<file path="src/design/qostg_pkg.sv">
// Purpose: Constants, types and helpers of the per-port QoS/tag block.
// Assumes: Byte-wide frame streams without FCS on the fabric side.
// Notes:   Offsets index 8-bit registers.
// Contract
// [RL1] Two control bits pick one, two, four queues.
// [RL2] Queue 3 highest, queue 0 lowest priority.
// [RL3] Unsplit port treats all frames equally.
// [RL4] Strict priority or weighted fair, 7-bit weights.
// [RL5] Global two-bit map folds priority into high/low.
// [RL6] Port-based priority gives port level 0-3.
// [RL7] Port priority 3 goes to high queue.
// [RL8] Tagged frames map 3-bit priority to level.
// [RL9] 802.1p classification needs control bit 5.
// [RL10] Tag is TPID 8100 then priority, flag, VID.
// [RL11] Bit 2 enables insertion, membership selects sources.
// [RL12] Untagged egress frames get source port tag.
// [RL13] Already tagged frames never get second tag.
// [RL14] Bit 1 strips tags, untagged pass unchanged.
// [RL15] Frame check sequence recomputed after tag change.
// [RL16] Cap bit 7 limits priority to default.
// [RL17] Default tag per port in two registers.
// [RL18] Four-queue mode: queue index equals priority.
// [RL19] DSCP six bits index 128-bit priority map.
package qostg_pkg;

	// ------------------------------
	// Register offsets
	// ------------------------------
	localparam logic [7:0] OFF_CTRL0 = 8'h00; // Port control 0.
	localparam logic [7:0] OFF_CTRL2 = 8'h02; // Priority cap.
	localparam logic [7:0] OFF_MEMB  = 8'h08; // Insert sources.
	localparam logic [7:0] OFF_CTRL9 = 8'h09; // Split high, WFQ.
	localparam logic [7:0] OFF_WGT   = 8'h0e; // Weights q3..q0.
	localparam logic [7:0] OFF_PMAP  = 8'h20; // 802.1p map, 2 B.
	localparam logic [7:0] OFF_GLOB  = 8'h22; // Two-queue map.
	localparam logic [7:0] OFF_DSCP  = 8'h30; // DSCP map, 16 B.
	localparam logic [7:0] OFF_DTAG  = 8'h40; // Default tags.
	localparam logic [7:0] OFF_STAT  = 8'h50; // Status.

	// ------------------------------
	// Field positions
	// ------------------------------
	localparam int B_SPLIT_LO = 0; // Control 0: split low bit.
	localparam int B_REMOVE   = 1; // Control 0: tag removal.
	localparam int B_INSERT   = 2; // Control 0: tag insertion.
	localparam int B_PPRIO    = 3; // Control 0: port level [4:3].
	localparam int B_DOT1P    = 5; // Control 0: 802.1p enable.
	localparam int B_DSCP     = 6; // Control 0: DSCP enable.
	localparam int B_CAP      = 7; // Control 2: priority cap.
	localparam int B_WFQ      = 0; // Control 9: weighted fair.
	localparam int B_SPLIT_HI = 1; // Control 9: split high bit.
	localparam int B_Q2MAP    = 6; // Global: map [7:6].

	// ------------------------------
	// Reset values and codes
	// ------------------------------
	localparam logic [7:0]  RST_CTRL = 8'h00; // All features off.
	localparam logic [4:0]  RST_MEMB = 5'h1f; // All sources.
	localparam logic [6:0]  RST_W3   = 7'h08; // Queue 3 weight.
	localparam logic [6:0]  RST_W2   = 7'h04; // Queue 2 weight.
	localparam logic [6:0]  RST_W1   = 7'h02; // Queue 1 weight.
	localparam logic [6:0]  RST_W0   = 7'h01; // Queue 0 weight.
	localparam logic [15:0] RST_PMAP = 16'hfa50; // Pairs of pcp.
	localparam logic [1:0]  RST_Q2M  = 2'h2; // Level 2+ is high.
	localparam logic [15:0] RST_DTAG = 16'h0001; // VID 1, pcp 0.
	localparam logic [1:0]  QS_ONE   = 2'h0; // One queue.
	localparam logic [1:0]  QS_TWO   = 2'h1; // Two queues.
	localparam logic [1:0]  QS_FOUR  = 2'h2; // Four queues.
	localparam logic [15:0] TPID     = 16'h8100; // Tag identifier.
	localparam logic [15:0] ETH_IP4  = 16'h0800; // IPv4 type.
	localparam logic [4:0]  POS_TAG  = 5'd12; // Tag byte offset.
	localparam logic [4:0]  POS_TCI  = 5'd14; // First TCI byte.
	localparam logic [4:0]  POS_TOS  = 5'd15; // IPv4 ToS byte.
	localparam int          NPORT    = 5;     // Switch ports.

	// Egress editor states.
	typedef enum logic [2:0] {
		EG_HDR, EG_HOLD, EG_INS, EG_EMIT, EG_DROP, EG_BODY, EG_FCS
	} qostg_eg_t;

	// Folds one byte into a reflected CRC-32 remainder.
	function automatic logic [31:0] qostg_crc8(
		input logic [31:0] c,
		input logic [7:0]  d
	);
		logic [31:0] r;
		r = c ^ {24'h000000, d};
		for (int i = 0; i < 8; i++) begin
			r = r[0] ? ((r >> 1) ^ 32'hedb88320) : (r >> 1);
		end
		return r;
	endfunction

endpackage

</file>
<file path="src/design/qostg_sched.sv">
// Purpose: Picks the next transmit queue of one egress port.
// Assumes: Q_PEND bits are queue-not-empty levels.
// Notes:   One grant per request, answered on the next edge.
module qostg_sched (
	// Clock and reset.
	input  wire logic       clk,
	input  wire logic       rst,
	// Configuration.
	input  wire logic [1:0] split,
	input  wire logic       wfq,
	input  wire logic [27:0] wgt,
	// Request and grant.
	input  wire logic [3:0] pend,
	input  wire logic       req,
	output logic            gnt,
	output logic [1:0]      queue
);

	// ------------------------------
	// Selection
	// ------------------------------
	logic [6:0] cr_r [4];   // Remaining credit per queue.
	logic [3:0] avail;      // Queues usable in this split mode.
	logic [3:0] elig;       // Pending queues holding credit.
	logic [3:0] cand;       // Candidates for this pick.
	logic       reload;     // Credit round exhausted.
	logic [1:0] pick;       // Highest candidate.

	// Single queue uses q0 only; two queues use q1 over q0.
	assign avail = (split == qostg_pkg::QS_FOUR) ? 4'hf :
		(split == qostg_pkg::QS_TWO) ? 4'h3 : 4'h1; // [RL1] [RL3]

	// Scan upward so the highest index wins.
	always_comb begin
		elig   = '0;
		for (int i = 0; i < 4; i++) begin
			elig[i] = pend[i] && avail[i] && (cr_r[i] != 7'h00);
		end
		reload = (split == qostg_pkg::QS_FOUR) && wfq && (elig == 4'h0);
		cand   = (split == qostg_pkg::QS_FOUR && wfq && !reload) ?
			elig : (pend & avail); // [RL4]
		pick   = 2'h0;
		for (int i = 0; i < 4; i++) begin
			if (cand[i]) begin
				pick = 2'(i); // [RL2]
			end
		end
	end

	// ------------------------------
	// Grant and credit registers
	// ------------------------------
	always_ff @(posedge clk) begin
		if (rst) begin
			gnt   <= 1'b0;
			queue <= 2'h0;
			for (int i = 0; i < 4; i++) begin
				cr_r[i] <= 7'h00;
			end
		end else begin
			gnt <= req && (cand != 4'h0);
			if (req && cand != 4'h0) begin
				queue <= pick;
				// A new round reloads all weights before spending.
				for (int i = 0; i < 4; i++) begin
					if (reload) begin
						cr_r[i] <= wgt[i*7 +: 7] - 7'(i == int'(pick));
					end else if (i == int'(pick) && cr_r[i] != 7'h00) begin
						cr_r[i] <= cr_r[i] - 7'h01; // [RL4]
					end
				end
			end
		end
	end

endmodule

</file>
<file path="src/design/qostg_port.sv">
// Purpose: Ingress classification and egress tag editing of one port.
// Assumes: Frames arrive without FCS; FCS is appended on TX.
// Notes:   PORT_NUM names this port among the five default tags.
//
// Strobed register access and the register offsets were left to the implementer.
module qostg_port #(
	parameter int PORT_NUM = 0
) (
	// Clock and reset.
	input  wire logic       CLK,
	input  wire logic       RST,
	// Register port.
	input  wire logic [7:0] REG_ADDR,
	input  wire logic [7:0] REG_WDATA,
	input  wire logic       REG_WR,
	input  wire logic       REG_RD,
	output logic [7:0]      REG_RDATA,
	// Ingress stream from the link.
	input  wire logic       RX_VALID,
	input  wire logic [7:0] RX_DATA,
	input  wire logic       RX_SOP,
	input  wire logic       RX_EOP,
	output logic            RX_READY,
	// Classified stream to the fabric.
	output logic            FAB_VALID,
	output logic [7:0]      FAB_DATA,
	output logic            FAB_SOP,
	output logic            FAB_EOP,
	output logic [1:0]      FAB_PRIO,
	input  wire logic       FAB_READY,
	// Queue selection at this egress port.
	input  wire logic       ENQ_VALID,
	input  wire logic [1:0] ENQ_PRIO,
	output logic            ENQ_QVALID,
	output logic [1:0]      ENQ_QUEUE,
	// Transmit scheduling.
	input  wire logic [3:0] Q_PEND,
	input  wire logic       SCH_REQ,
	output logic            SCH_GNT,
	output logic [1:0]      SCH_QUEUE,
	// Egress stream from the fabric.
	input  wire logic       EG_VALID,
	input  wire logic [7:0] EG_DATA,
	input  wire logic       EG_SOP,
	input  wire logic       EG_EOP,
	input  wire logic [2:0] EG_SRC,
	output logic            EG_READY,
	// Edited stream to the link, FCS included.
	output logic            TX_VALID,
	output logic [7:0]      TX_DATA,
	output logic            TX_SOP,
	output logic            TX_EOP,
	input  wire logic       TX_READY
);

	// ------------------------------
	// Register file
	// ------------------------------
	logic [7:0]   ctrl0_r, ctrl2_r, ctrl9_r; // Port controls.
	logic [4:0]   memb_r;                    // Insert sources.
	logic [27:0]  wgt_r;                     // Weights q0..q3.
	logic [15:0]  pmap_r;                    // 802.1p map.
	logic [1:0]   q2m_r;                     // Two-queue map.
	logic [127:0] dscp_r;                    // DSCP map.
	logic [15:0]  dtag_r [qostg_pkg::NPORT]; // Default tags.
	logic [7:0]   stat;                      // Status byte.
	logic [1:0]   split;                     // Queue split code.
	logic [7:0]   dt_idx;                    // Default tag index.
	logic         wr_w, wr_dscp, wr_dtag;    // Array writes.
	logic [1:0]   w_q;                       // Weight queue.

	assign split   = {ctrl9_r[qostg_pkg::B_SPLIT_HI],
		ctrl0_r[qostg_pkg::B_SPLIT_LO]}; // [RL1]
	assign dt_idx  = REG_ADDR - qostg_pkg::OFF_DTAG;
	assign w_q     = 2'(3 - (REG_ADDR - qostg_pkg::OFF_WGT));
	assign wr_w    = REG_WR && REG_ADDR >= qostg_pkg::OFF_WGT &&
		REG_ADDR < qostg_pkg::OFF_WGT + 8'h04;
	assign wr_dscp = REG_WR && REG_ADDR[7:4] == qostg_pkg::OFF_DSCP[7:4];
	assign wr_dtag = REG_WR && dt_idx < 8'(2 * qostg_pkg::NPORT);

	// Software writes, one register per address.
	always_ff @(posedge CLK) begin
		if (RST) begin
			ctrl0_r <= qostg_pkg::RST_CTRL;
			ctrl2_r <= qostg_pkg::RST_CTRL;
			ctrl9_r <= qostg_pkg::RST_CTRL;
			memb_r  <= qostg_pkg::RST_MEMB;
			wgt_r   <= {qostg_pkg::RST_W3, qostg_pkg::RST_W2,
				qostg_pkg::RST_W1, qostg_pkg::RST_W0}; // [RL4]
			pmap_r  <= qostg_pkg::RST_PMAP;
			q2m_r   <= qostg_pkg::RST_Q2M;
			dscp_r  <= '0;
			for (int i = 0; i < qostg_pkg::NPORT; i++) begin
				dtag_r[i] <= qostg_pkg::RST_DTAG;
			end
		end else begin
			if (REG_WR && REG_ADDR == qostg_pkg::OFF_CTRL0) begin
				ctrl0_r <= REG_WDATA;
			end
			if (REG_WR && REG_ADDR == qostg_pkg::OFF_CTRL2) begin
				ctrl2_r <= REG_WDATA;
			end
			if (REG_WR && REG_ADDR == qostg_pkg::OFF_CTRL9) begin
				ctrl9_r <= REG_WDATA;
			end
			if (REG_WR && REG_ADDR == qostg_pkg::OFF_MEMB) begin
				memb_r <= REG_WDATA[4:0]; // [RL11]
			end
			if (wr_w) begin
				wgt_r[w_q*7 +: 7] <= REG_WDATA[6:0]; // [RL4]
			end
			if (REG_WR && REG_ADDR == qostg_pkg::OFF_PMAP) begin
				pmap_r[7:0] <= REG_WDATA; // [RL8]
			end
			if (REG_WR && REG_ADDR == qostg_pkg::OFF_PMAP + 8'h01) begin
				pmap_r[15:8] <= REG_WDATA;
			end
			if (REG_WR && REG_ADDR == qostg_pkg::OFF_GLOB) begin
				q2m_r <= REG_WDATA[qostg_pkg::B_Q2MAP +: 2]; // [RL5]
			end
			if (wr_dscp) begin
				dscp_r[REG_ADDR[3:0]*8 +: 8] <= REG_WDATA; // [RL19]
			end
			if (wr_dtag) begin
				// Even index holds the high byte of a port's tag.
				dtag_r[dt_idx[3:1]][(dt_idx[0] ? 0 : 8) +: 8]
					<= REG_WDATA; // [RL17]
			end
		end
	end

	// Read data stand the cycle after the strobe; unmapped reads 0.
	logic [7:0] rd_mux;
	always_comb begin
		rd_mux = 8'h00;
		if (REG_ADDR == qostg_pkg::OFF_CTRL0) rd_mux = ctrl0_r;
		if (REG_ADDR == qostg_pkg::OFF_CTRL2) rd_mux = ctrl2_r;
		if (REG_ADDR == qostg_pkg::OFF_CTRL9) rd_mux = ctrl9_r;
		if (REG_ADDR == qostg_pkg::OFF_MEMB) rd_mux = {3'h0, memb_r};
		if (wr_w || (REG_RD && REG_ADDR >= qostg_pkg::OFF_WGT &&
			REG_ADDR < qostg_pkg::OFF_WGT + 8'h04)) begin
			rd_mux = {1'b0, wgt_r[w_q*7 +: 7]};
		end
		if (REG_ADDR == qostg_pkg::OFF_PMAP) rd_mux = pmap_r[7:0];
		if (REG_ADDR == qostg_pkg::OFF_PMAP + 8'h01) begin
			rd_mux = pmap_r[15:8];
		end
		if (REG_ADDR == qostg_pkg::OFF_GLOB) rd_mux = {q2m_r, 6'h00};
		if (REG_ADDR[7:4] == qostg_pkg::OFF_DSCP[7:4]) begin
			rd_mux = dscp_r[REG_ADDR[3:0]*8 +: 8];
		end
		if (dt_idx < 8'(2 * qostg_pkg::NPORT)) begin
			rd_mux = dtag_r[dt_idx[3:1]][(dt_idx[0] ? 0 : 8) +: 8];
		end
		if (REG_ADDR == qostg_pkg::OFF_STAT) rd_mux = stat;
	end

	always_ff @(posedge CLK) begin
		if (RST) begin
			REG_RDATA <= 8'h00;
		end else begin
			REG_RDATA <= REG_RD ? rd_mux : 8'h00;
		end
	end

	// ------------------------------
	// Ingress classification and priority cap
	// ------------------------------
	logic [4:0]  rx_cnt_r;    // Byte index, saturating.
	logic [7:0]  rx_b12_r;    // Byte 12 kept for type check.
	logic        rx_tag_r;    // Frame carries a tag.
	logic        rx_ip_r;     // Untagged IPv4 frame.
	logic [2:0]  rx_pcp_r;    // Priority after the cap.
	logic [5:0]  rx_dscp_r;   // Code point of an IP frame.
	logic        rx_take;     // Byte moves this cycle.
	logic [2:0]  own_pcp;     // Default tag priority.
	logic        cap_hit;     // Byte 14 priority exceeds cap.
	logic [7:0]  rx_byte;     // Byte after any rewrite.
	logic [1:0]  rx_prio;     // Classified level.

	assign RX_READY = !FAB_VALID || FAB_READY;
	assign rx_take  = RX_VALID && RX_READY;
	assign own_pcp  = dtag_r[PORT_NUM][15:13];
	assign cap_hit  = ctrl2_r[qostg_pkg::B_CAP] && rx_tag_r &&
		rx_cnt_r == qostg_pkg::POS_TCI && RX_DATA[7:5] > own_pcp;
	assign rx_byte  = cap_hit ? {own_pcp, RX_DATA[4:0]} : RX_DATA; // [RL16]

	// 802.1p first, then DSCP, then the port's own level.
	assign rx_prio =
		(ctrl0_r[qostg_pkg::B_DOT1P] && rx_tag_r) ?
			pmap_r[rx_pcp_r*2 +: 2] :                   // [RL8] [RL9]
		(ctrl0_r[qostg_pkg::B_DSCP] && rx_ip_r) ?
			dscp_r[rx_dscp_r*2 +: 2] :                  // [RL19]
			ctrl0_r[qostg_pkg::B_PPRIO +: 2];           // [RL6]

	// Header bytes are parsed as they pass.
	always_ff @(posedge CLK) begin
		if (RST) begin
			rx_cnt_r  <= 5'd0;
			rx_b12_r  <= 8'h00;
			rx_tag_r  <= 1'b0;
			rx_ip_r   <= 1'b0;
			rx_pcp_r  <= 3'h0;
			rx_dscp_r <= 6'h00;
		end else if (rx_take) begin
			rx_cnt_r <= RX_EOP ? 5'd0 :
				(rx_cnt_r == 5'd31) ? rx_cnt_r : rx_cnt_r + 5'd1;
			if (RX_SOP) begin
				rx_tag_r <= 1'b0;
				rx_ip_r  <= 1'b0;
			end
			if (rx_cnt_r == qostg_pkg::POS_TAG) rx_b12_r <= RX_DATA;
			if (rx_cnt_r == qostg_pkg::POS_TAG + 5'd1) begin
				rx_tag_r <= {rx_b12_r, RX_DATA} == qostg_pkg::TPID; // [RL10]
				rx_ip_r  <= {rx_b12_r, RX_DATA} == qostg_pkg::ETH_IP4;
			end
			if (rx_cnt_r == qostg_pkg::POS_TCI) rx_pcp_r <= rx_byte[7:5];
			if (rx_cnt_r == qostg_pkg::POS_TOS) rx_dscp_r <= RX_DATA[7:2];
		end
	end

	// Output stage toward the fabric; level stands with the last byte.
	always_ff @(posedge CLK) begin
		if (RST) begin
			FAB_VALID <= 1'b0;
			FAB_DATA  <= 8'h00;
			FAB_SOP   <= 1'b0;
			FAB_EOP   <= 1'b0;
			FAB_PRIO  <= 2'h0;
		end else if (RX_READY) begin
			FAB_VALID <= RX_VALID;
			FAB_DATA  <= rx_byte;
			FAB_SOP   <= RX_VALID && RX_SOP;
			FAB_EOP   <= RX_VALID && RX_EOP;
			FAB_PRIO  <= rx_prio;
		end
	end

	// ------------------------------
	// Queue mapping and scheduling
	// ------------------------------
	logic hi_q;   // Two-queue mode sends to the high queue.

	assign hi_q = ENQ_PRIO >= q2m_r || ENQ_PRIO == 2'h3; // [RL5] [RL7]

	always_ff @(posedge CLK) begin
		if (RST) begin
			ENQ_QVALID <= 1'b0;
			ENQ_QUEUE  <= 2'h0;
		end else begin
			ENQ_QVALID <= ENQ_VALID;
			ENQ_QUEUE  <= (split == qostg_pkg::QS_FOUR) ? ENQ_PRIO : // [RL18]
				(split == qostg_pkg::QS_TWO) ? {1'b0, hi_q} : 2'h0; // [RL3]
		end
	end

	qostg_sched u_sched (
		.clk   (CLK),
		.rst   (RST),
		.split (split),
		.wfq   (ctrl9_r[qostg_pkg::B_WFQ]),
		.wgt   (wgt_r),
		.pend  (Q_PEND),
		.req   (SCH_REQ),
		.gnt   (SCH_GNT),
		.queue (SCH_QUEUE)
	);

	// ------------------------------
	// Egress tag editor with FCS regeneration
	// ------------------------------
	qostg_pkg::qostg_eg_t eg_r, eg_nxt; // Editor state.
	logic [3:0]  eg_cnt_r;  // Header byte index up to 12.
	logic [1:0]  eg_idx_r;  // Step inside INS, EMIT, DROP, FCS.
	logic [7:0]  h0_r, h1_r; // Held bytes 12 and 13.
	logic        h1_eop_r;  // Byte 13 ended the frame.
	logic [2:0]  src_r;     // Ingress port of this frame.
	logic [31:0] crc_r;     // Running remainder.
	logic        adv;       // Output stage can load.
	logic        ld;        // Load a byte this cycle.
	logic [7:0]  ld_data;   // Byte to load.
	logic        in_last;   // Taken byte is the frame's last.
	logic        is_tag;    // Held type field equals TPID.
	logic        ins_ok;    // Insertion allowed for this source.
	logic [15:0] src_tag;   // Default tag of the source port.
	logic [31:0] fcs;       // Complemented remainder.

	assign adv     = !TX_VALID || TX_READY;
	assign is_tag  = {h0_r, EG_DATA} == qostg_pkg::TPID; // [RL10]
	assign src_tag = (src_r < 3'(qostg_pkg::NPORT)) ?
		dtag_r[src_r] : qostg_pkg::RST_DTAG;
	assign ins_ok  = ctrl0_r[qostg_pkg::B_INSERT] &&
		src_r < 3'(qostg_pkg::NPORT) && memb_r[src_r]; // [RL11]
	assign fcs     = ~crc_r;
	assign in_last = EG_VALID && EG_READY && EG_EOP;

	// Decides what moves: inputs taken, bytes loaded, next state.
	always_comb begin
		eg_nxt   = eg_r;
		EG_READY = 1'b0;
		ld       = 1'b0;
		ld_data  = EG_DATA;
		unique case (eg_r)
			qostg_pkg::EG_HDR, qostg_pkg::EG_BODY: begin
				EG_READY = adv;
				ld = EG_VALID && adv &&
					!(eg_r == qostg_pkg::EG_HDR &&
					eg_cnt_r == 4'(qostg_pkg::POS_TAG) && !EG_EOP);
				if (EG_VALID && adv) begin
					eg_nxt = EG_EOP ? qostg_pkg::EG_FCS :
						ld ? eg_r : qostg_pkg::EG_HOLD;
				end
			end
			qostg_pkg::EG_HOLD: begin
				EG_READY = 1'b1;
				if (EG_VALID) begin
					if (is_tag && ctrl0_r[qostg_pkg::B_REMOVE] && !EG_EOP) begin
						eg_nxt = qostg_pkg::EG_DROP; // [RL14]
					end else if (!is_tag && ins_ok) begin
						eg_nxt = qostg_pkg::EG_INS; // [RL12] [RL13]
					end else begin
						eg_nxt = qostg_pkg::EG_EMIT;
					end
				end
			end
			qostg_pkg::EG_INS: begin
				ld = adv;
				ld_data = (eg_idx_r == 2'd0) ? qostg_pkg::TPID[15:8] :
					(eg_idx_r == 2'd1) ? qostg_pkg::TPID[7:0] :
					(eg_idx_r == 2'd2) ? src_tag[15:8] : src_tag[7:0];
				if (adv && eg_idx_r == 2'd3) eg_nxt = qostg_pkg::EG_EMIT;
			end
			qostg_pkg::EG_EMIT: begin
				ld = adv;
				ld_data = eg_idx_r[0] ? h1_r : h0_r;
				if (adv && eg_idx_r[0]) begin
					eg_nxt = h1_eop_r ? qostg_pkg::EG_FCS : qostg_pkg::EG_BODY;
				end
			end
			qostg_pkg::EG_DROP: begin
				EG_READY = 1'b1;
				if (EG_VALID) begin
					eg_nxt = EG_EOP ? qostg_pkg::EG_FCS :
						eg_idx_r[0] ? qostg_pkg::EG_BODY : eg_r;
				end
			end
			qostg_pkg::EG_FCS: begin
				ld = adv;
				ld_data = fcs[eg_idx_r*8 +: 8]; // [RL15]
				if (adv && eg_idx_r == 2'd3) eg_nxt = qostg_pkg::EG_HDR;
			end
			default: eg_nxt = qostg_pkg::EG_HDR;
		endcase
	end

	// Editor bookkeeping; step index restarts on each state change.
	always_ff @(posedge CLK) begin
		if (RST) begin
			eg_r     <= qostg_pkg::EG_HDR;
			eg_cnt_r <= 4'd0;
			eg_idx_r <= 2'd0;
			h0_r     <= 8'h00;
			h1_r     <= 8'h00;
			h1_eop_r <= 1'b0;
			src_r    <= 3'd0;
		end else begin
			eg_r <= eg_nxt;
			eg_idx_r <= (eg_nxt != eg_r) ? 2'd0 :
				(ld || (eg_r == qostg_pkg::EG_DROP && EG_VALID)) ?
				eg_idx_r + 2'd1 : eg_idx_r;
			if (eg_r == qostg_pkg::EG_HDR && EG_VALID && adv) begin
				eg_cnt_r <= eg_cnt_r + 4'd1;
				if (EG_SOP) src_r <= EG_SRC;
				h0_r <= EG_DATA;
			end
			if (eg_nxt == qostg_pkg::EG_HDR && eg_r != qostg_pkg::EG_HDR) begin
				eg_cnt_r <= 4'd0;
			end
			if (eg_r == qostg_pkg::EG_HDR && in_last) eg_cnt_r <= 4'd0;
			if (eg_r == qostg_pkg::EG_HOLD && EG_VALID) begin
				h1_r     <= EG_DATA;
				h1_eop_r <= EG_EOP;
			end
		end
	end

	// Output stage to the link; the remainder covers every data byte.
	always_ff @(posedge CLK) begin
		if (RST) begin
			TX_VALID <= 1'b0;
			TX_DATA  <= 8'h00;
			TX_SOP   <= 1'b0;
			TX_EOP   <= 1'b0;
			crc_r    <= 32'hffffffff;
		end else if (adv) begin
			TX_VALID <= ld;
			TX_DATA  <= ld_data;
			TX_SOP   <= ld && eg_r == qostg_pkg::EG_HDR && eg_cnt_r == 4'd0;
			TX_EOP   <= ld && eg_r == qostg_pkg::EG_FCS && eg_idx_r == 2'd3;
			if (ld && eg_r != qostg_pkg::EG_FCS) begin
				crc_r <= qostg_pkg::qostg_crc8(
					(eg_r == qostg_pkg::EG_HDR && eg_cnt_r == 4'd0) ?
					32'hffffffff : crc_r, ld_data); // [RL15]
			end
		end
	end

	// Status: last granted queue, editor busy, ingress tag seen.
	assign stat = {3'h0, rx_tag_r, rx_cnt_r != 5'd0,
		eg_r != qostg_pkg::EG_HDR, SCH_QUEUE};

endmodule

</file>
<file path="config.mk">
export PLATFORM = sky130hd
export DESIGN_NAME = qostg_port
export DESIGN_NICKNAME = d
export VERILOG_FILES = /design/src/design/qostg_pkg.sv /design/src/design/qostg_sched.sv /design/src/design/qostg_port.sv
export SDC_FILE = /design/constraint.sdc
export NUM_CORES = 1
export LEC_CHECK = 0
export BUFFER_PORTS_ARGS = -buffer_cell sky130_fd_sc_hd__buf_4
export CAP_MARGIN = 10
export CORE_UTILIZATION = 60
export DETAILED_ROUTE_END_ITERATION = 8
export PLACE_DENSITY = 0.78
export SLEW_MARGIN = 20
export SYNTH_ARGS = -nofsm -noshare
export SYNTH_HDL_FRONTEND = slang
export SYNTH_SLANG_ARGS = --single-unit
</file>
<file path="constraint.sdc">
create_clock -name CLK -period 7.7 [get_ports CLK]
set_input_delay 0.77 -clock CLK [delete_from_list [all_inputs] [get_ports CLK]]
set_output_delay 0.77 -clock CLK [all_outputs]
set_load 0.01 [all_outputs]
</file>
# [Yosys cells after proc, flatten, opt, wreduce, memory -nomap -nowiden]
# Memory sizes are Yosys's and may differ from the RTL's. A register that Yosys moved wholly into a read port is not among the register bits.
# Cells that the tools add are included.
[totals] mem_count=2 elab_cells=340 ramBits=108 reg_bits=326
[classes] multipliers=1 n_addsub=17 shifts=12 mux=105 eq_ne=35 bitwise=20 n_lt_le_gt_ge=7 reduce_logical=103
[mem_list] memory="dtag_r" words=5 width=16 rd=3 rd_clocked_by_memory_dff=1 write_ports=5 line_no="qostg_port.sv:65" source="logic [15:0] dtag_r [qostg_pkg::NPORT];"
[mem_list] memory="u_sched.cr_r" words=4 width=7 rd=4 rd_clocked_by_memory_dff=0 write_ports=4 line_no="qostg_sched.sv:22" source="logic [6:0] cr_r [4];"
[ops] op="two-way mux 32 bit" count=9
[ops] op="bitwise mux 128 bit" count=1
[ops] op="variable shift 8 x 34 -> 128 bit, first input constant" count=1
[ops] op="indexed part select 128 x 8 -> 2 bit" count=1
[ops] op="indexed part select 128 x 8 -> 8 bit" count=1
[ops] op="indexed part select 8 x 34 -> 128 bit" count=1
[ops] op="two-way mux 8 bit" count=15
[ops] op="inverter 13 -> 14 bit" count=8
[ops] op="two-way mux 16 bit" count=4
[ops] op="logical AND 1 bit" count=62
[ops] op="two-way mux 7 bit" count=8
[ops] op="two-way mux 3 bit" count=14
[ops] op="two-way mux 1 bit" count=35
[ops] op="negation 5 -> 34 bit" count=1
[ops] op="negation 7 -> 34 bit" count=1
[ops] op="variable shift 7 x 34 -> 28 bit, first input constant" count=1
[ops] op="indexed part select 7 x 34 -> 28 bit" count=1
[ops] op="negation 32 -> 33 bit" count=1
[ops] op="variable shift 8 x 33 -> 16 bit, first input constant" count=1
[ops] op="indexed part select 8 x 33 -> 16 bit" count=1
[ops] op="== test 16 bit, second input constant" count=2
[ops] op="inverter 32 bit" count=1
[ops] op="indexed part select 32 x 6 -> 8 bit" count=1
[ops] op="XOR 32 x 8 -> 32 bit" count=1
[ops] op="64 further kinds" count=128

# [Depth between registers and ports, before layout]
# Gate-level depths: netlist of the first run.
[depth] ltp_word=23 depth_mapped=17

# [Modules after synthesis]
# Synthesis of the first run repeated with hierarchy kept, for this count alone.
[hier_totals] hier_cells=2731 hier_area_um2=26316.5
[modules_own_cells] mod="qostg_port" n_inst=1 seq_area_each_um2=10369.9 cells_per_inst=2495 area_each_um2=23965.5
[modules_own_cells] mod="qostg_sched" n_inst=1 seq_area_each_um2=900.9 cells_per_inst=236 area_each_um2=2351.0

# [Worst setup path before layout of the first run]
# Ideal clock, no wire load.
[synth_timing] path_type="input -> register" from="in REG_ADDR[0]" to="reg dscp_r[32]" setup_slack_ps=3457 path_stages=11 t_arrival_ps=4115 setup_ps=128 cell_sequence="clkbuf_1 > buf_1 > clkbuf_1 > clkinv_1 > ha_1 > clkbuf_1 > nor3_1 > nand2_1 > nor3_2 > mux2i_1 > nor2_1"
[synth_between] elab_chain_len=3 word_cells_on_any_way=4 cone_classes="add/sub (1); shift (2); mux (1)"
[synth_lines] element="from (decl)" line_no="qostg_port.sv:13" source="input wire logic [7:0] REG_ADDR,"
[synth_lines] element="negation 7 -> 34 bit (*)" line_no="qostg_port.sv:122" source="dscp_r[REG_ADDR[3:0]*8 +: 8] <= REG_WDATA;"
[synth_lines] element="indexed part select 8 x 34 -> 128 bit / variable shift 8 x 34 -> 128 bit (equally long branches)" line_no="qostg_port.sv:122"
[synth_lines] element="bitwise mux 128 bit (*)" line_no="qostg_port.sv:122"
[synth_lines] element="to (signal assigned)" line_no="qostg_port.sv:92" source="dscp_r <= '0;"
[synth_lines] element="to (signal, indexed assignment)" line_no="qostg_port.sv:122"
[synth_lines] element="to (decl)" line_no="qostg_port.sv:64" source="logic [127:0] dscp_r;"
# Mark *: on every way between the ends. The rest lies on a longest branch, timed or not.
# A chain may end at the register's enable or synchronous reset.

==> results.yml, run 1 <==
routing:
  num_vias: 21800
  route.detailed.drc: 0
  drt_iter0_markers: 3228
  drtPass1Iterations: 6
  antenna_left: 0
  viasPerCell: 6.60
  wl_per_cell_um: 24.7
  finalWirelength_um: 81800
critical_path:
  end_kind: "flip-flop"
  path_max_fanout: 23
  start_kind: "flip-flop"
  arrival_ns: 4.86
  worstSetupPathType: "flip-flop to flip-flop"
  cp.required_ns: 7.94
logic_synthesis:
  synth_warnings: 0
  seq_area_frac_synth_pct: 43.0
  syn_area_per_cell_um2: 9.86
  synthTopCellsByArea: "dfxtp_1, edfxtp_1, mux4_2"
  synth_edf_count: 156
  ys_types: 91
  async_reset_ff_share_pct: 0
  synth_ff_type: "dfxtp_1"
  synth_top_area_share_pct: 25.1
  netlist_area_um2: 26200
  ys_top_cells_by_count: "dfxtp_1, nor2_1, nand2_1"
  yosysMostFrequentCell: "dfxtp_1"
  yosysTopAreaCell: "dfxtp_1"
  ys_ff_latch: 485
  syn_inst: 2659
clock_tree:
  cts_hold_buf: 0
  post_cts_resized: 0
  cts_htree_levels: 2
  clk_pin_slew_ns: 0.06
  clk_latency_ns: 0.61
  cts_num_sinks: 485
  clockBufferDepth: 3
  cts_tree: "yes"
  post_cts_buffers: 0
  cts_root_buffer: "clkbuf_16"
  cts_buffers: 52
floorplanning:
  die_x_um: 211
  die_h_um: 211
  die_area_um2: 44500
  start_util_pct: 60.9
  coreArea_um2: 43100
  core.rowCount: 76
  ioPinCount: 95
grt:
  grtUsageTotal_pct: 36.8
  grt_pass1_wl_um: 124000
  overflow: 0
  antenna_found_initial: 2
  grt_max_degree: 227
  grt_pass1_vias: 20500
hold_path:
  hold_class: "primary input to flip-flop"
sta:
  period_minus_slack_ns: 4.62
  post-route-period-util_pct: 60.0
  grt_setup_unrepaired: "false"
  slew_headroom_pct: 21.2
  setup_tns_ns: 0
  worst_pin_slew_ns: 1.18
  fmax_mhz: 216
  setup-violations-final: 0
  finalHoldViolCount: 0
  clock-skew-final_ns: 0.0307
  final_max_slew_viol_count: 0
power:
  total_power_w: 0.00668
  max-vdd-ir-drop_v: 0.000154
  leakagePower_nw: 10.4
  p_per_area_nw_per_um2: 232
placement:
  port_buffers: 94
  gp_congestion: 0.987
  hpwl_um: 57600
finish:
  nets: 2779
  antennaDiodeCount: 0
  drive_above_1_share_pct: 14.5
  area_delta_synth_final_pct: 10.0
job:
  max_cap_violations: 0
status:
  outcome: "finished clean"
[metrics by stage]
stage / setup slack, ns / utilization [%] / std cells / instance area (um^2) / hold slack, ns
finish: 3.08 / 67.0 / 3311 / 28800 / 0.398
global route: 2.69 / 67.0 / 3311 / 28800 / 0.393
CTS: 3.08 / 67.0 / 3311 / 28800 / 0.387
detailed placement: 3.10 / 63.3 / 3218 / 27200 / 0.446
global placement: 3.37 / 63.3 / 3218 / 27200 / 0.439
floorplan: 3.46 / - / 2706 / 26400 / 0.432
[worst max-delay path: stages, from the launching register on]
cell and delay, ns:
edfxtp_1 0.40, inv_1 0.08, ha_1 0.18, or3b_2 0.50, o31ai_1 0.46, a211oi_1 0.13
o21ai_0 0.45, nor2_1 0.21, nand2b_1 0.16, nand3_1 0.64, inv_1 0.30, nand4_1 0.32
o211ai_1 0.44
[logic make-up (layout without fill, tap and decap cells)]
family | after synthesis | in the layout | share of synthesized area [%]
DFF | 485 | 485 | 43.0
adders and majority gates | 37 | 37 | 1.77
AOI/OAI and AO/OA | 484 | 484 | 11.9
buffers and inverters | 259 | 279 | 4.00
muxes | 262 | 262 | 16.4
xor gates and xnor gates | 109 | 109 | 4.73
and+or+nand+nor | 1022 | 1022 | 18.2
other | 1 | 48 | 0.0143
[final timing paths]
kind | from | end | slack [ns] | cells past startpoint
max reg2reg | u_sched.cr_r[0][0] | u_sched.cr_r[0][2] | 3.08 | 12
min reg2reg | FAB_DATA[2] | FAB_DATA[2] | 0.45 | 2
min | ENQ_VALID | ENQ_QVALID | 0.40 | 2
max | u_sched.cr_r[0][0] | u_sched.cr_r[0][2] | 3.08 | 12
[sequential cells by signal (all words and copies together), names as in the netlist, 6 cells and up, named ones only]
signal,cells
ctrl0_r,8
h0_r,8
pmap_r,16
FAB_DATA,8
ctrl9_r,8
dtag_r,128
wgt_r,28
h1_r,8
dscp_r,128
TX_DATA,8
u_sched.cr_r,28
crc_r,32
rx_dscp_r,6
REG_RDATA,8
rx_b12_r,8
ctrl2_r,8
[cell usage in the layout, fill, tap and decap left out, types with 10 or more instances in the layout]
master     Yosys  layout
dfxtp_1      329     327
clkinv_1       2      13
o21ai_1        7      11
o22ai_1       17      17
o221ai_1      10      10
nor4_1        15      15
mux2i_1      111     111
nor3_1        79      78
nor2b_1       23      23
a221oi_1      10      10
o211ai_1      26      26
a21oi_1      238     238
buf_4          2     118
mux4_2       133     133
clkbuf_16      0      53
o21ai_0       45      41
and3_1        23      23
a22oi_1       30      30
and2_1        91      91
mux2_2        17      17
nor2_1       298     298
conb_1         1      48
clkbuf_1     157      17
a31oi_1       15      15
inv_1         64      63
nand2b_1      12      12
nand4_1       11      11
xnor2_1       52      52
edfxtp_1     156     156
ha_1          37      37
nand3_1      140     140
xor2_1        35      35
nand2_1      278     278
[routing by layer]
| metal | GRT usage [%] | up-vias | routed length, um |
|---|---|---|---|
| met4 | 14.4 | 4 | 3460 |
| met1 | 49.7 | 10500 | 31400 |
| met5 | 0 | - | 27 |
| li1 | - | 9674 | - |
| met3 | 10.7 | 232 | 10700 |
| met2 | 55.7 | 1429 | 36200 |
[power by group]
part	internal [W]	switching, W	total (W)	leakage (nW)
logic	0.000591	0.000793	0.00138	5.40
registers	0.00278	0.000106	0.00289	4.18
clock network	0.00139	0.00102	0.00241	0.774
total	0.00476	0.00192	0.00668	10.4
[area by class of cell]
| cell class | count | area [um^2] |
|---|---|---|
| fillers | 3285 | 14200 |
| multi-input cells | 1962 | 14100 |
| clock buffers | 73 | 1430 |
| well taps | 585 | 732 |
| inverters | 66 | 248 |
| flip-flops and latches | 485 | 11300 |
| clock inverters | 20 | 168 |
| repair buffers | 120 | 920 |
(Power assumes the default switching activity.)
==> run 2: changes to the inputs <==
- clock period: 7.7 -> 4.32 ns (I/O delays scaled with it)
==> run 2 against run 1 <==
First-iteration DRC count rose by 3.5%. Worst setup slack got worse by 2.6 ns. Final area rose by 1.4%. Combinational power rose by 80%. Maximum frequency rose by 19%. Critical path type unchanged. Clock-buffer cell count rose by 2. Largest cell class unchanged. Critical path depth did not move. Cell count rose by 1.5%. Clock power rose by 80%.
==> results.yml, run 2 (same netlist as run 1, synthesis figures left out) <==
sta:
  hold_slack_ns: 0.0918
  setup_slack_ns: 0.439
  slew_headroom_pct: 23.2
  period_minus_slack_ns: 3.88
  grt_setup_unrepaired: "false"
  fmax_mhz: 258
  setup-violations-final: 0
  finalHoldViolCount: 0
  final_max_slew_viol_count: 0
  post-route-period-util_pct: 89.8
  worst_pin_slew_ns: 1.15
  clock-skew-final_ns: 0.0180
  setup_tns_ns: 0
hold_path:
  hold_class: "primary input to flip-flop"
  whs_path_depth: 3
grt:
  grt_pass1_wl_um: 124000
  grtUsageTotal_pct: 36.7
  grt_pass1_vias: 21200
  grt_max_degree: 231
  overflow: 0
  antenna_found_initial: 2
routing:
  drt_iter0_markers: 3341
  route.detailed.drc: 0
  num_vias: 22300
  finalWirelength_um: 81800
  viasPerCell: 6.65
  antenna_left: 0
  wl_per_cell_um: 24.3
  drtPass1Iterations: 6
floorplanning:
  coreArea_um2: 43100
  die_area_um2: 44500
  die_h_um: 211
  ioPinCount: 95
  die_x_um: 211
  core.rowCount: 76
  start_util_pct: 60.9
finish:
  nets: 2824
  multiInputGateArea_um2: 14100
  register_area_um2: 11300
  final_util_pct: 67.9
  final_cell_mix: "dfxtp_1, nor2_1, nand2_1"
  area_delta_synth_final_pct: 11.6
  drive_above_1_share_pct: 16.4
  layout_commonest_cell: "dfxtp_1"
  reg_top3: "dscp_r (128), dtag_r (128), crc_r (32)"
  n_fill_cell: 3345
clock_tree:
  clk_pin_slew_ns: 0.06
  cts_buffers: 51
  clk_latency_ns: 0.61
  cts_root_buffer: "clkbuf_16"
  post_cts_resized: 0
  cts_htree_levels: 2
  cts_num_sinks: 485
  cts_tree: "yes"
  post_cts_buffers: 0
  cts_hold_buf: 0
  clockBufferDepth: 3
placement:
  dp_slack_ns: 0.519
  gp_congestion: 0.985
  hpwl_um: 57300
  port_buffers: 94
power:
  p_per_area_nw_per_um2: 410
  max-vdd-ir-drop_v: 0.000265
  leakagePower_nw: 10.6
critical_path:
  cp.required_ns: 4.55
  path_max_fanout: 7
  start_kind: "flip-flop"
  r2r_cells: 12
  crit_path_max_incr_delay_ns: 0.49
  crit_path_top_delay_cell: "or3b_2"
  cp_common_cell: "inv_1"
  crit_chain: "inv_1, ha_1, or3b_2, o41ai_1, a211oi_1, o21ai_0, nor2_1, nand2b_1, nand3_1, inv_1, nand4_1, o211ai_1"
  worstSetupPathType: "flip-flop to flip-flop"
  end_kind: "flip-flop"
  arrival_ns: 4.11
job:
  max_cap_violations: 0
status:
  outcome: "finished clean"
==> run 2: changes by cell type in the layout (fill, tap and decap cells not counted), moves of 2 or more <==
cell / delta
buf_4: +45
clkinv_2: +10
clkinv_1: -9
clkbuf_16: +4
o21ai_0: +4
o21ai_1: -4
bufinv_16: -3
clkbuf_1: -3
diode_2: +2
==> run 2: path summary, 6_finish.rpt <==
kind / slack (ns) / from / end
setup / recovery: 0.44 / u_sched.cr_r[1][0] / u_sched.cr_r[0][0]
hold / removal: 0.09 / RX_VALID / FAB_VALID
setup reg to reg: 0.44 / u_sched.cr_r[1][0] / u_sched.cr_r[0][0]
hold reg to reg: 0.45 / FAB_DATA[0] / FAB_DATA[0]
==> run 2: power breakdown <==
group	total [W]	switching (W)	internal [W]
clock	0.00435	0.00188	0.00246
combinational	0.00249	0.00141	0.00108
sequential	0.00516	0.000202	0.00495
==> run 2: worst max-delay path, delay by kind of cell (launching register included) <==
family	cells	cell delay [ns]
adders and majority gates	1	0.17
AOI/OAI and AO/OA	4	1.51
DFF	1	0.41
buffers and inverters	2	0.18
and+or+nand+nor	5	1.24
==> run 2: stage by stage <==
step | instance area, um^2 | cells | total power (W)
final | 29300 | 3361 | 0.0120
after global routing | 29300 | 3360 | 0.0124
after CTS | 29200 | 3359 | 0.0120
after detailed placement | 27600 | 3264 | 0.00768
after global placement | 27600 | 3264 | 0.00762
after floorplan | 26400 | 2706 | 0.00705
==> run 2: layout make-up <==
class,count,share of cell area (%)
Sequential cell,485,38.5
Tap cell,585,2.50
Timing Repair Buffer,166,4.37
Multi-Input combinational cell,1962,48.1
Antenna cell,2,0.0171
Clock inverter,20,0.368
Clock buffer,75,5.24
Inverter,66,0.847
==> run 2: layer usage <==
| layer | GRT usage (%) | vias to the layer above | share of wire (%) |
|---|---|---|---|
| met5 | 0 | - | 0 |
| met4 | 16.6 | 0 | 4.4 |
| met3 | 7.89 | 236 | 12 |
| met2 | 56.7 | 1598 | 45 |
| met1 | 49.7 | 10800 | 38 |
| li1 | - | 9746 | - |
